### config.mk
export PLATFORM = sky130hd
export DESIGN_NAME = nfc_host
export DESIGN_NICKNAME = d
export VERILOG_FILES = /design/src/shared/nfc_pkg.sv /design/src/rtl/nfc_fifo.sv /design/src/rtl/nfc_host.sv
export SDC_FILE = /design/constraint.sdc
export NUM_CORES = 1
export LEC_CHECK = 0
export BUFFER_PORTS_ARGS = -buffer_cell sky130_fd_sc_hd__buf_2
export CAP_MARGIN = 20
export CORE_ASPECT_RATIO = 1.25
export CORE_MARGIN = 2
export CORE_UTILIZATION = 34
export DETAILED_ROUTE_END_ITERATION = 7
export GPL_ROUTABILITY_DRIVEN = 0
export PLACE_DENSITY = 0.59
export SLEW_MARGIN = 0
export SYNTH_ARGS = -nofsm -noshare
export SYNTH_HDL_FRONTEND = slang
export SYNTH_SLANG_ARGS = --single-unit
export TNS_END_PERCENT = 30
### constraint.sdc
create_clock -name clk -period 8.29 [get_ports clk]
set_clock_uncertainty 0.2 [all_clocks]
set_input_delay 1.2435 -clock clk [delete_from_list [all_inputs] [get_ports clk]]
set_output_delay 1.2435 -clock clk [all_outputs]
set_load 0.01 [all_outputs]
### src/shared/nfc_pkg.sv
// Purpose: constants, types and pin bundles for the nand flash bus controller
// Assumes: 20 MHz clk, asynchronous nand flash on the far side of the pins
// Notes:   times are in ns and turned into whole clock cycles here
package nfc_pkg;
    localparam int CLK_NS                  = 50;
    // strobe and turnaround times, least times round up
    localparam int WE_LOW_NS               = 50;
    localparam int WE_HIGH_NS              = 50;
    localparam int OUTPUT_ACCESS_DELAY_NS  = 25;
    localparam int BUSY_SETTLE_NS          = 100;
    localparam int SYNC_STAGES             = 2;
    localparam int WE_LOW_CYC  = (WE_LOW_NS + CLK_NS - 1) / CLK_NS;
    localparam int WE_HIGH_CYC = (WE_HIGH_NS + CLK_NS - 1) / CLK_NS;
    localparam int OUTPUT_ACCESS_DELAY_CYC = (OUTPUT_ACCESS_DELAY_NS + CLK_NS - 1) / CLK_NS;
    localparam int RE_LOW_CYC  = OUTPUT_ACCESS_DELAY_CYC + SYNC_STAGES;
    localparam int BUSY_SETTLE_CYC = (BUSY_SETTLE_NS + CLK_NS - 1) / CLK_NS;
    localparam int CNT_W       = 4;

    // array geometry
    localparam int BLOCKS          = 4096;
    localparam int PAGES_PER_BLOCK = 64;
    localparam int MAIN_BYTES      = 2048;
    localparam int SPARE_BYTES     = 64;
    localparam int PAGE_BYTES      = 2112;
    localparam int MAIN_WORDS      = 1024;
    localparam int SPARE_WORDS     = 32;
    localparam int PAGE_WORDS      = 1056;
    localparam int COL_W           = 12;
    localparam int ROW_W           = 18;
    localparam int ADDR_CYCLES     = 5;
    localparam int FIFO_DEPTH      = 8;

    // defined command set
    localparam int N_LEGAL = 22;
    localparam logic [7:0] LEGAL_CMDS [N_LEGAL] = '{
        8'h00, 8'h30, 8'h35, 8'h90, 8'h70, 8'hFF, 8'h80, 8'h85, 8'h10, 8'h60, 8'hD0,
        8'h05, 8'hE0, 8'hEC, 8'hED, 8'hEE, 8'hEF, 8'h78, 8'h06, 8'h11, 8'h81, 8'hD1};
    // commands after which the device goes busy
    localparam int N_BUSY = 9;
    localparam logic [7:0] BUSY_CMDS [N_BUSY] = '{
        8'h30, 8'h35, 8'h10, 8'hD0, 8'hFF, 8'h11, 8'hD1, 8'hEC, 8'hED};

    typedef enum logic [2:0] {
        OP_CMD   = 3'b000,
        OP_ADDR  = 3'b001,
        OP_WRITE = 3'b010,
        OP_READ  = 3'b011,
        OP_WAIT  = 3'b100
    } nfc_op_e;

    typedef struct packed {
        nfc_op_e            op;
        logic [7:0]         cmd;
        logic [COL_W-1:0]   col;
        logic [ROW_W-1:0]   row;
    } nfc_req_s;

    typedef struct packed {
        logic ce_n;
        logic cle;
        logic ale;
        logic we_n;
        logic re_n;
        logic wp_n;
    } nfc_ctl_s;

    localparam nfc_ctl_s CTL_RESET = '{ce_n: 1'b1, cle: 1'b0, ale: 1'b0,
                                       we_n: 1'b1, re_n: 1'b1, wp_n: 1'b0};
endpackage

### src/rtl/nfc_fifo.sv
// Purpose: write data buffer between user and flash bus sequencer
// Assumes: single clock, depth a power of two
// Notes:   full and empty come from an occupancy count
`timescale 1ns/1ns
module nfc_fifo #(
    parameter int WIDTH = 16,
    parameter int DEPTH = 8
) (
    input  wire logic             clk,
    input  wire logic             rst_n,
    input  wire logic             in_valid,
    output logic                  in_ready,
    input  wire logic [WIDTH-1:0] in_data,
    output logic                  out_valid,
    input  wire logic             out_ready,
    output logic      [WIDTH-1:0] out_data
);
    localparam int AW = $clog2(DEPTH);

    logic [WIDTH-1:0] mem [DEPTH];
    logic [AW-1:0]    wr_ptr_r, wr_ptr_nxt;
    logic [AW-1:0]    rd_ptr_r, rd_ptr_nxt;
    logic [AW:0]      count_r,  count_nxt;
    logic             push, pop;

    assign in_ready  = (count_r != (AW+1)'(DEPTH));
    assign out_valid = (count_r != '0);
    assign out_data  = mem[rd_ptr_r];
    assign push      = in_valid && in_ready;
    assign pop       = out_valid && out_ready;

    always_comb begin
        wr_ptr_nxt = push ? wr_ptr_r + 1'b1 : wr_ptr_r;
        rd_ptr_nxt = pop ? rd_ptr_r + 1'b1 : rd_ptr_r;
        count_nxt  = count_r + (AW+1)'(push) - (AW+1)'(pop);
    end

    always_ff @(posedge clk or negedge rst_n) begin
        if (!rst_n) begin
            wr_ptr_r <= '0;
            rd_ptr_r <= '0;
            count_r  <= '0;
        end else begin
            wr_ptr_r <= wr_ptr_nxt;
            rd_ptr_r <= rd_ptr_nxt;
            count_r  <= count_nxt;
        end
    end

    always_ff @(posedge clk) begin
        if (push) begin
            mem[wr_ptr_r] <= in_data;
        end
    end
endmodule // nfc_fifo

### src/rtl/nfc_host.sv
// Purpose: host side sequencer driving an asynchronous nand flash bus
// Assumes: 20 MHz clk; pins pass two flops before use; external pull-up on ready_busy_n
// Notes:   one request moves one command, one five-cycle address, or one data word
// What the document says of device and host
// RULE_01 - device latches the command byte on write strobe rise with command latch high.
// RULE_02 - device latches an address byte on write strobe rise with address latch high.
// RULE_03 - device latches data words on the rising write strobe.
// RULE_04 - chip enable high deselects the device and floats its bus.
// RULE_05 - chip enable low selects the device for bus cycles.
// RULE_06 - each read strobe fall outputs the next word, column advancing.
// RULE_07 - device refuses program and erase while write protect is low.
// RULE_08 - device holds ready_busy_n low during array operations.
// RULE_09 - ready_busy_n is open drain; host supplies the pull-up.
// RULE_10 - one shared bus; host turns it around, device drives only reads.
// RULE_11 - 4096 blocks of 64 pages, 2112 bytes or 1056 words each.
// RULE_12 - page has 2048 main plus 64 spare bytes, or 1024 plus 32 words.
// RULE_13 - byte mode column: bits 7..0, then bits 11..8 with upper bits low.
// RULE_14 - byte mode row: 19..12, 27..20, then 29..28 with upper bits low.
// RULE_15 - device uses address bit 18 as plane select in byte mode.
// RULE_16 - word mode column: bits 7..0, then 10..8, all other lines low.
// RULE_17 - word mode row: 18..11, 26..19, then 28..27, other lines low.
// RULE_18 - every unused bus line is low during each address cycle.
// RULE_19 - device ignores surplus address cycles.
// RULE_20 - after power-up the device already holds the page read opener.
// RULE_21 - host never sends a command outside the defined set.
// RULE_22 - host waits for ready before strobing data out after array read.
`timescale 1ns/1ns
module nfc_host #(
    parameter bit WIDE = 1'b0,
    parameter int IO_W = WIDE ? 16 : 8
) (
    input  wire logic               clk,
    input  wire logic               rst_n,
    input  wire logic               req_valid,
    output logic                    req_ready,
    input  wire nfc_pkg::nfc_req_s  req,
    input  wire logic               wr_valid,
    output logic                    wr_ready,
    input  wire logic [IO_W-1:0]    wr_data,
    output logic                    rd_valid,
    output logic      [IO_W-1:0]    rd_data,
    output logic                    cmd_err,
    input  wire logic               write_protect,
    output nfc_pkg::nfc_ctl_s       ctl,
    output logic      [IO_W-1:0]    io_out,
    output logic                    io_oe,
    input  wire logic [IO_W-1:0]    io_in,
    input  wire logic               ready_busy_n
);
    typedef enum logic [1:0] {
        ST_IDLE = 2'b00,
        ST_LOW  = 2'b01,
        ST_HIGH = 2'b10,
        ST_WAIT = 2'b11
    } nfc_state_e;

    localparam logic [nfc_pkg::COL_W-1:0] COL_LAST = WIDE ?
        nfc_pkg::COL_W'(nfc_pkg::PAGE_WORDS - 1) : nfc_pkg::COL_W'(nfc_pkg::PAGE_BYTES - 1);

    function automatic logic cmd_legal(input logic [7:0] c);
        cmd_legal = 1'b0;
        for (int i = 0; i < nfc_pkg::N_LEGAL; i++) begin
            if (nfc_pkg::LEGAL_CMDS[i] == c) cmd_legal = 1'b1;
        end
    endfunction

    function automatic logic cmd_busy(input logic [7:0] c);
        cmd_busy = 1'b0;
        for (int i = 0; i < nfc_pkg::N_BUSY; i++) begin
            if (nfc_pkg::BUSY_CMDS[i] == c) cmd_busy = 1'b1;
        end
    endfunction

    // one address cycle; unused lines forced low
    function automatic logic [IO_W-1:0] addr_word(input logic [2:0] i,
                                                  input logic [nfc_pkg::COL_W-1:0] c,
                                                  input logic [nfc_pkg::ROW_W-1:0] r);
        logic [7:0] b;
        b = 8'h00;
        unique case (i)
            3'h0: b = c[7:0];                                            // RULE_13
            3'h1: b = WIDE ? {5'h00, c[10:8]} : {4'h0, c[11:8]};         // RULE_16
            3'h2: b = r[7:0];                                            // RULE_14
            3'h3: b = r[15:8];                                           // RULE_17
            default: b = {6'h00, r[17:16]};                              // RULE_14
        endcase
        addr_word = IO_W'(b);                                            // RULE_18
    endfunction

    nfc_state_e                  state_r, state_nxt;
    logic [nfc_pkg::CNT_W-1:0]   cnt_r, cnt_nxt;
    logic [2:0]                  idx_r, idx_nxt;
    nfc_pkg::nfc_op_e            op_r, op_nxt;
    logic [nfc_pkg::COL_W-1:0]   col_r, col_nxt;
    logic [nfc_pkg::ROW_W-1:0]   row_r, row_nxt;
    nfc_pkg::nfc_ctl_s           ctl_r, ctl_nxt;
    logic [IO_W-1:0]             io_out_r, io_out_nxt;
    logic                        io_oe_r, io_oe_nxt;
    logic [IO_W-1:0]             rd_data_r, rd_data_nxt;
    logic                        rd_valid_r, rd_valid_nxt;
    logic                        cmd_err_r, cmd_err_nxt;
    logic                        pend_r, pend_nxt;
    logic                        rb_s1, rb_s2;
    logic [IO_W-1:0]             io_s1, io_s2;
    logic                        fifo_valid, fifo_pop;
    logic [IO_W-1:0]             fifo_data;
    logic                        accept;

    nfc_fifo #(.WIDTH(IO_W), .DEPTH(nfc_pkg::FIFO_DEPTH)) u_nfc_fifo (
        .clk       (clk),
        .rst_n     (rst_n),
        .in_valid  (wr_valid),
        .in_ready  (wr_ready),
        .in_data   (wr_data),
        .out_valid (fifo_valid),
        .out_ready (fifo_pop),
        .out_data  (fifo_data)
    );

    // reads are held back while an array operation may still be busy
    assign req_ready = (state_r == ST_IDLE)
                     && !(req.op == nfc_pkg::OP_WRITE && !fifo_valid)
                     && !(req.op == nfc_pkg::OP_READ && pend_r);                 // RULE_22
    assign accept    = req_valid && req_ready;
    assign fifo_pop  = accept && (req.op == nfc_pkg::OP_WRITE);

    always_comb begin
        state_nxt    = state_r;
        cnt_nxt      = cnt_r;
        idx_nxt      = idx_r;
        op_nxt       = op_r;
        col_nxt      = col_r;
        row_nxt      = row_r;
        ctl_nxt      = ctl_r;
        io_out_nxt   = io_out_r;
        io_oe_nxt    = io_oe_r;
        rd_data_nxt  = rd_data_r;
        rd_valid_nxt = 1'b0;
        cmd_err_nxt  = 1'b0;
        pend_nxt     = pend_r;
        ctl_nxt.wp_n = ~write_protect;                                            // RULE_07
        unique case (state_r)
            ST_IDLE: begin
                if (accept) begin
                    op_nxt  = req.op;
                    col_nxt = req.col;
                    row_nxt = req.row;
                    idx_nxt = 3'h0;
                    cnt_nxt = nfc_pkg::CNT_W'(nfc_pkg::WE_LOW_CYC - 1);
                    unique case (req.op)
                        nfc_pkg::OP_CMD: begin
                            if (!cmd_legal(req.cmd)) begin
                                cmd_err_nxt = 1'b1;                               // RULE_21
                            end else begin
                                ctl_nxt.cle  = 1'b1;
                                ctl_nxt.we_n = 1'b0;
                                io_out_nxt   = IO_W'(req.cmd);
                                io_oe_nxt    = 1'b1;                              // RULE_10
                                state_nxt    = ST_LOW;
                                if (cmd_busy(req.cmd)) pend_nxt = 1'b1;
                            end
                        end
                        nfc_pkg::OP_ADDR: begin
                            if (req.col > COL_LAST) begin
                                cmd_err_nxt = 1'b1;                               // RULE_11 RULE_12
                            end else begin
                                ctl_nxt.ale  = 1'b1;
                                ctl_nxt.we_n = 1'b0;
                                io_out_nxt   = addr_word(3'h0, req.col, req.row);
                                io_oe_nxt    = 1'b1;
                                state_nxt    = ST_LOW;
                            end
                        end
                        nfc_pkg::OP_WRITE: begin
                            ctl_nxt.we_n = 1'b0;
                            io_out_nxt   = fifo_data;
                            io_oe_nxt    = 1'b1;
                            state_nxt    = ST_LOW;
                        end
                        nfc_pkg::OP_READ: begin
                            ctl_nxt.re_n = 1'b0;
                            io_oe_nxt    = 1'b0;                                  // RULE_10
                            cnt_nxt      = nfc_pkg::CNT_W'(nfc_pkg::RE_LOW_CYC - 1);
                            state_nxt    = ST_LOW;
                        end
                        nfc_pkg::OP_WAIT: begin
                            cnt_nxt   = nfc_pkg::CNT_W'(nfc_pkg::BUSY_SETTLE_CYC - 1);
                            state_nxt = ST_WAIT;
                        end
                        default: cmd_err_nxt = 1'b1;
                    endcase
                end else if (req_valid && req.op == nfc_pkg::OP_READ && pend_r) begin
                    cnt_nxt   = nfc_pkg::CNT_W'(nfc_pkg::BUSY_SETTLE_CYC - 1);
                    state_nxt = ST_WAIT;                                          // RULE_22
                end
            end
            ST_LOW: begin
                if (cnt_r != '0) begin
                    cnt_nxt = cnt_r - 1'b1;
                end else begin
                    if (op_r == nfc_pkg::OP_READ) begin
                        ctl_nxt.re_n = 1'b1;
                        rd_data_nxt  = io_s2;
                        rd_valid_nxt = 1'b1;
                    end else begin
                        ctl_nxt.we_n = 1'b1;
                    end
                    cnt_nxt   = nfc_pkg::CNT_W'(nfc_pkg::WE_HIGH_CYC - 1);
                    state_nxt = ST_HIGH;
                end
            end
            ST_HIGH: begin
                if (cnt_r != '0) begin
                    cnt_nxt = cnt_r - 1'b1;
                end else if (op_r == nfc_pkg::OP_ADDR
                             && idx_r != 3'(nfc_pkg::ADDR_CYCLES - 1)) begin
                    idx_nxt      = idx_r + 1'b1;
                    io_out_nxt   = addr_word(idx_r + 1'b1, col_r, row_r);
                    ctl_nxt.we_n = 1'b0;
                    cnt_nxt      = nfc_pkg::CNT_W'(nfc_pkg::WE_LOW_CYC - 1);
                    state_nxt    = ST_LOW;
                end else begin
                    ctl_nxt.cle = 1'b0;
                    ctl_nxt.ale = 1'b0;
                    io_oe_nxt   = 1'b0;                                           // RULE_10
                    state_nxt   = ST_IDLE;
                end
            end
            ST_WAIT: begin
                if (cnt_r != '0) begin
                    cnt_nxt = cnt_r - 1'b1;
                end else if (rb_s2) begin
                    pend_nxt  = 1'b0;                                             // RULE_09
                    state_nxt = ST_IDLE;
                end
            end
        endcase
        // released only when idle and no array operation outstanding
        ctl_nxt.ce_n = (state_nxt == ST_IDLE) && !pend_nxt;
    end

    always_ff @(posedge clk or negedge rst_n) begin
        if (!rst_n) begin
            state_r    <= ST_IDLE;
            cnt_r      <= '0;
            idx_r      <= 3'h0;
            op_r       <= nfc_pkg::OP_CMD;
            col_r      <= '0;
            row_r      <= '0;
            ctl_r      <= nfc_pkg::CTL_RESET;
            io_out_r   <= '0;
            io_oe_r    <= 1'b0;
            rd_data_r  <= '0;
            rd_valid_r <= 1'b0;
            cmd_err_r  <= 1'b0;
            pend_r     <= 1'b0;
            rb_s1      <= 1'b1;
            rb_s2      <= 1'b1;
            io_s1      <= '0;
            io_s2      <= '0;
        end else begin
            state_r    <= state_nxt;
            cnt_r      <= cnt_nxt;
            idx_r      <= idx_nxt;
            op_r       <= op_nxt;
            col_r      <= col_nxt;
            row_r      <= row_nxt;
            ctl_r      <= ctl_nxt;
            io_out_r   <= io_out_nxt;
            io_oe_r    <= io_oe_nxt;
            rd_data_r  <= rd_data_nxt;
            rd_valid_r <= rd_valid_nxt;
            cmd_err_r  <= cmd_err_nxt;
            pend_r     <= pend_nxt;
            rb_s1      <= ready_busy_n;
            rb_s2      <= rb_s1;
            io_s1      <= io_in;
            io_s2      <= io_s1;
        end
    end

    assign ctl      = ctl_r;
    assign io_out   = io_out_r;
    assign io_oe    = io_oe_r;
    assign rd_data  = rd_data_r;
    assign rd_valid = rd_valid_r;
    assign cmd_err  = cmd_err_r;
endmodule // nfc_host

==> impl_metrics.ini <==
[layout]
multi_input_comb_area_mm2 = 0.00284
syn_to_final_growth_pct = 17.0
post_route_cells_drive_above_1_share_pct = 26.8
final_core_util_pct = 40.3
seq_area_mm2 = 0.00433
layout.cells.non_filler = 975
layout.nets = 766
fill_cells = 2076

[timing]
slew-limit-headroom_pct = 37.2
finalHoldViolCount = 0
hold_slack_ps = 147
rsz0062_at_grt = no
finalWorstPathRequiredPeriod_ps = 4030
worst-slew-pin-transition_ps = 936
clock.fmax_ghz = 0.248
report.final.slew_viol_count = 0
setup_viol = 0
post-route-period-util_pct = 48.6
totalNegativeSetupSlack_ps = 0

[die]
die-height_um = 169
floorplan.io_pins = 90
fp_rows = 60
die_x_um = 136
initial_utilization_pct = 34.4
dieArea_mm2 = 0.0230
core_region_area_mm2 = 0.0215

[routing]
route.detailed.drc = 0
route.vias.total = 5013
via_per_inst = 5.14
drtIter0Drc = 279
drt-pass1-iter-count = 5
post_drt_antenna_nets = 0
routed_wire_length_mm = 17.5
routedWlPerCell_um = 18.0

[clocking]
cts_htree_levels = 4
clock_latency_ps = 420
cts_root_buffer = sky130_fd_sc_hd__clkbuf_16
ctsHoldBuffers = 0
cts_inserted_buffers = 17
clock_tree.buffer_depth = 2
cts_post_setup_buffers_inserted = 0
ctsResizeCount = 0
clkTransAtPathRegs_ps = 60
clock-sinks = 160
cts_tree = built

[yosys]
dominantRegCellSynth = sky130_fd_sc_hd__dfrtp_1
synth_seq_cells = 160
synth_compound_gate_area_share_pct = 10.5
netlist_area_mm2 = 0.00740
ys_types = 67
yosysSeqAreaShare_pct = 58.6
postSynth.asyncResetShare_pct = 60.0
synth_simple_gate_area_share_pct = 12.8
synth_top_family_by_area = simple AND/OR/NAND/NOR gates
synth-edff-count = 64
syn-mean-instance-area_um2 = 12.3
synthesis.instances = 601
synthAdderAreaFrac_pct = 3.65
yosys_warnings = 0
synthesis.nets = 685
yosys.area_share.xor_xnor_pct = 1.07
yosys-mux-area-fraction_pct = 10.2

[status]
outcome = complete, no violations

[flow_run]
cap_violations = 0

[setup_path]
cp.arrival_ps = 2590
crit_path_max_fanout = 18
worst_r2r_endpoint = io_out[5]
worstSetupStartpoint = req[39]
worstSetupEndpoint = req_ready
worstRegToRegCells = 9
setup.worst_path.class = input port to output pin
cp-end-kind = output pin
startpoint_type = input port
critical_path.reg2reg.startpoint = u_nfc_fifo.count_r[2]
setup.reg_to_reg.worst_slack_ps = 4910
worstPathRequired_ps = 6850

[place]
numPortBuffers = 89
dp_cells = 941
place.detailed.hpwl_mm = 12.4

[grt]
grt_max_degree = 73
grt_use_total_pct = 15.7
grt_first_pass_wirelength_mm = 27.2
antenna_found_initial = 2
grt_pass1_vias = 4890
gr-total-overflow = 0

[pwr]
peakVddDrop_mv = 0.171
reported_leakage_power_uw = 0.00367
power.density_mw_per_mm2 = 332

[hold_path]
class_of_the_worst_hold_path = register to register
[kinds of logic (layout without fill, tap and decap cells)]
group	count (synthesis)	in the layout
mux	48	48
compound gates	103	103
flops	160	160
other cells	0	1
fa+ha+maj	21	21
simple gates	208	208
buf+inv	52	146
xor+xnor	9	9
[sequential cells by signal, summed over array words and instances (netlist names), 4 cells and up]
signal              cells
io_s1                   8
row_r                  18
rd_data                 8
cnt_r                   4
io_s2                   8
u_nfc_fifo.count_r      4
u_nfc_fifo.mem         64
io_out                  8
ctl                     6
col_r                  12
[per-layer routing]
layer  track usage [%]  wire length (um)  vias to the layer above  part of all wire, %
met1              19.3              7340                     2472                   42
met4              6.88               571                        2                  3.3
met5                 0                14                        -                0.080
met2              26.4              8870                      151                   51
met3              3.32               732                       43                  4.2
li1                  -                 -                     2345                    -
[Yosys cell counts, drive strengths merged (7+ instances only)]
| cell | n | area share (%) |
|---|---|---|
| ha | 20 | 3.4 |
| inv | 20 | 1.0 |
| nand2b | 8 | 0.68 |
| a22oi | 10 | 1.1 |
| dfrtp | 91 | 31 |
| mux2 | 30 | 5.0 |
| nor2 | 26 | 1.4 |
| nand2 | 127 | 6.4 |
| mux4 | 16 | 4.9 |
| edfxtp | 64 | 26 |
| a222oi | 8 | 1.1 |
| clkbuf | 20 | 1.0 |
| a21oi | 21 | 1.4 |
| nor3 | 9 | 0.61 |
| o221ai | 7 | 0.83 |
| o21ai | 22 | 1.7 |
| buf | 12 | 1.3 |
[how the worst min path moves through the flow]
| stage | startpoint | to | slack, ps | depth (start not counted) |
|---|---|---|---|---|
| 2_1_floorplan | io_s1[0] | io_s2[0] | 130 | 0 |
| 3_3_place_gp | io_s1[7] | io_s2[7] | 130 | 0 |
| 3_5_place_dp | io_s1[1] | io_s2[1] | 140 | 0 |
| 4_1_cts | io_s1[1] | io_s2[1] | 150 | 0 |
| 5_1_grt | io_s1[6] | io_s2[6] | 160 | 0 |
| 6_report | io_s1[1] | io_s2[1] | 150 | 0 |
[worst max-delay path, stage by stage]
cell                      delay, ps
sky130_fd_sc_hd__buf_2          280
sky130_fd_sc_hd__nor3b_2        440
sky130_fd_sc_hd__nand2_1        210
sky130_fd_sc_hd__and3_1         270
sky130_fd_sc_hd__buf_2          140
[per-stage QoR]
stage	instance area, um^2	setup WS [ps]	total power, uW
floorplan	7400	4560	1840
detailed placement	8070	4250	2130
global placement	8070	4300	2120
CTS	8620	4280	2890
global route	8650	4120	3060
finish	8650	4260	2870
[power by group]
| part | internal (uW) | switching (uW) | total [uW] |
|---|---|---|---|
| clock | 440 | 310 | 750 |
| sequential | 1050 | 152 | 1200 |
| combinational | 426 | 498 | 924 |
[layout make-up]
cell class / count / share of cell area (%)
multi-input combinational: 389 / 32.8
tap: 279 / 4.03
sequential: 160 / 50.0
timing repair buffer: 94 / 5.84
clock buffer: 20 / 5.05
clock inverter: 12 / 1.36
inverter: 20 / 0.867
antenna: 1 / 0.0289
[cells in the final DEF, fill, tap and decap left out, drive strengths merged, types with 8 or more instances in the layout]
master and count:
a21oi 21, a222oi 8, a22oi 10, buf 94
clkbuf 20, dfrtp 91, edfxtp 64, ha 20
inv 21, mux2 30, mux4 16, nand2 127
nand2b 8, nor2 26, nor3 9, o21ai 22
Power figures use the tool's default switching activity.
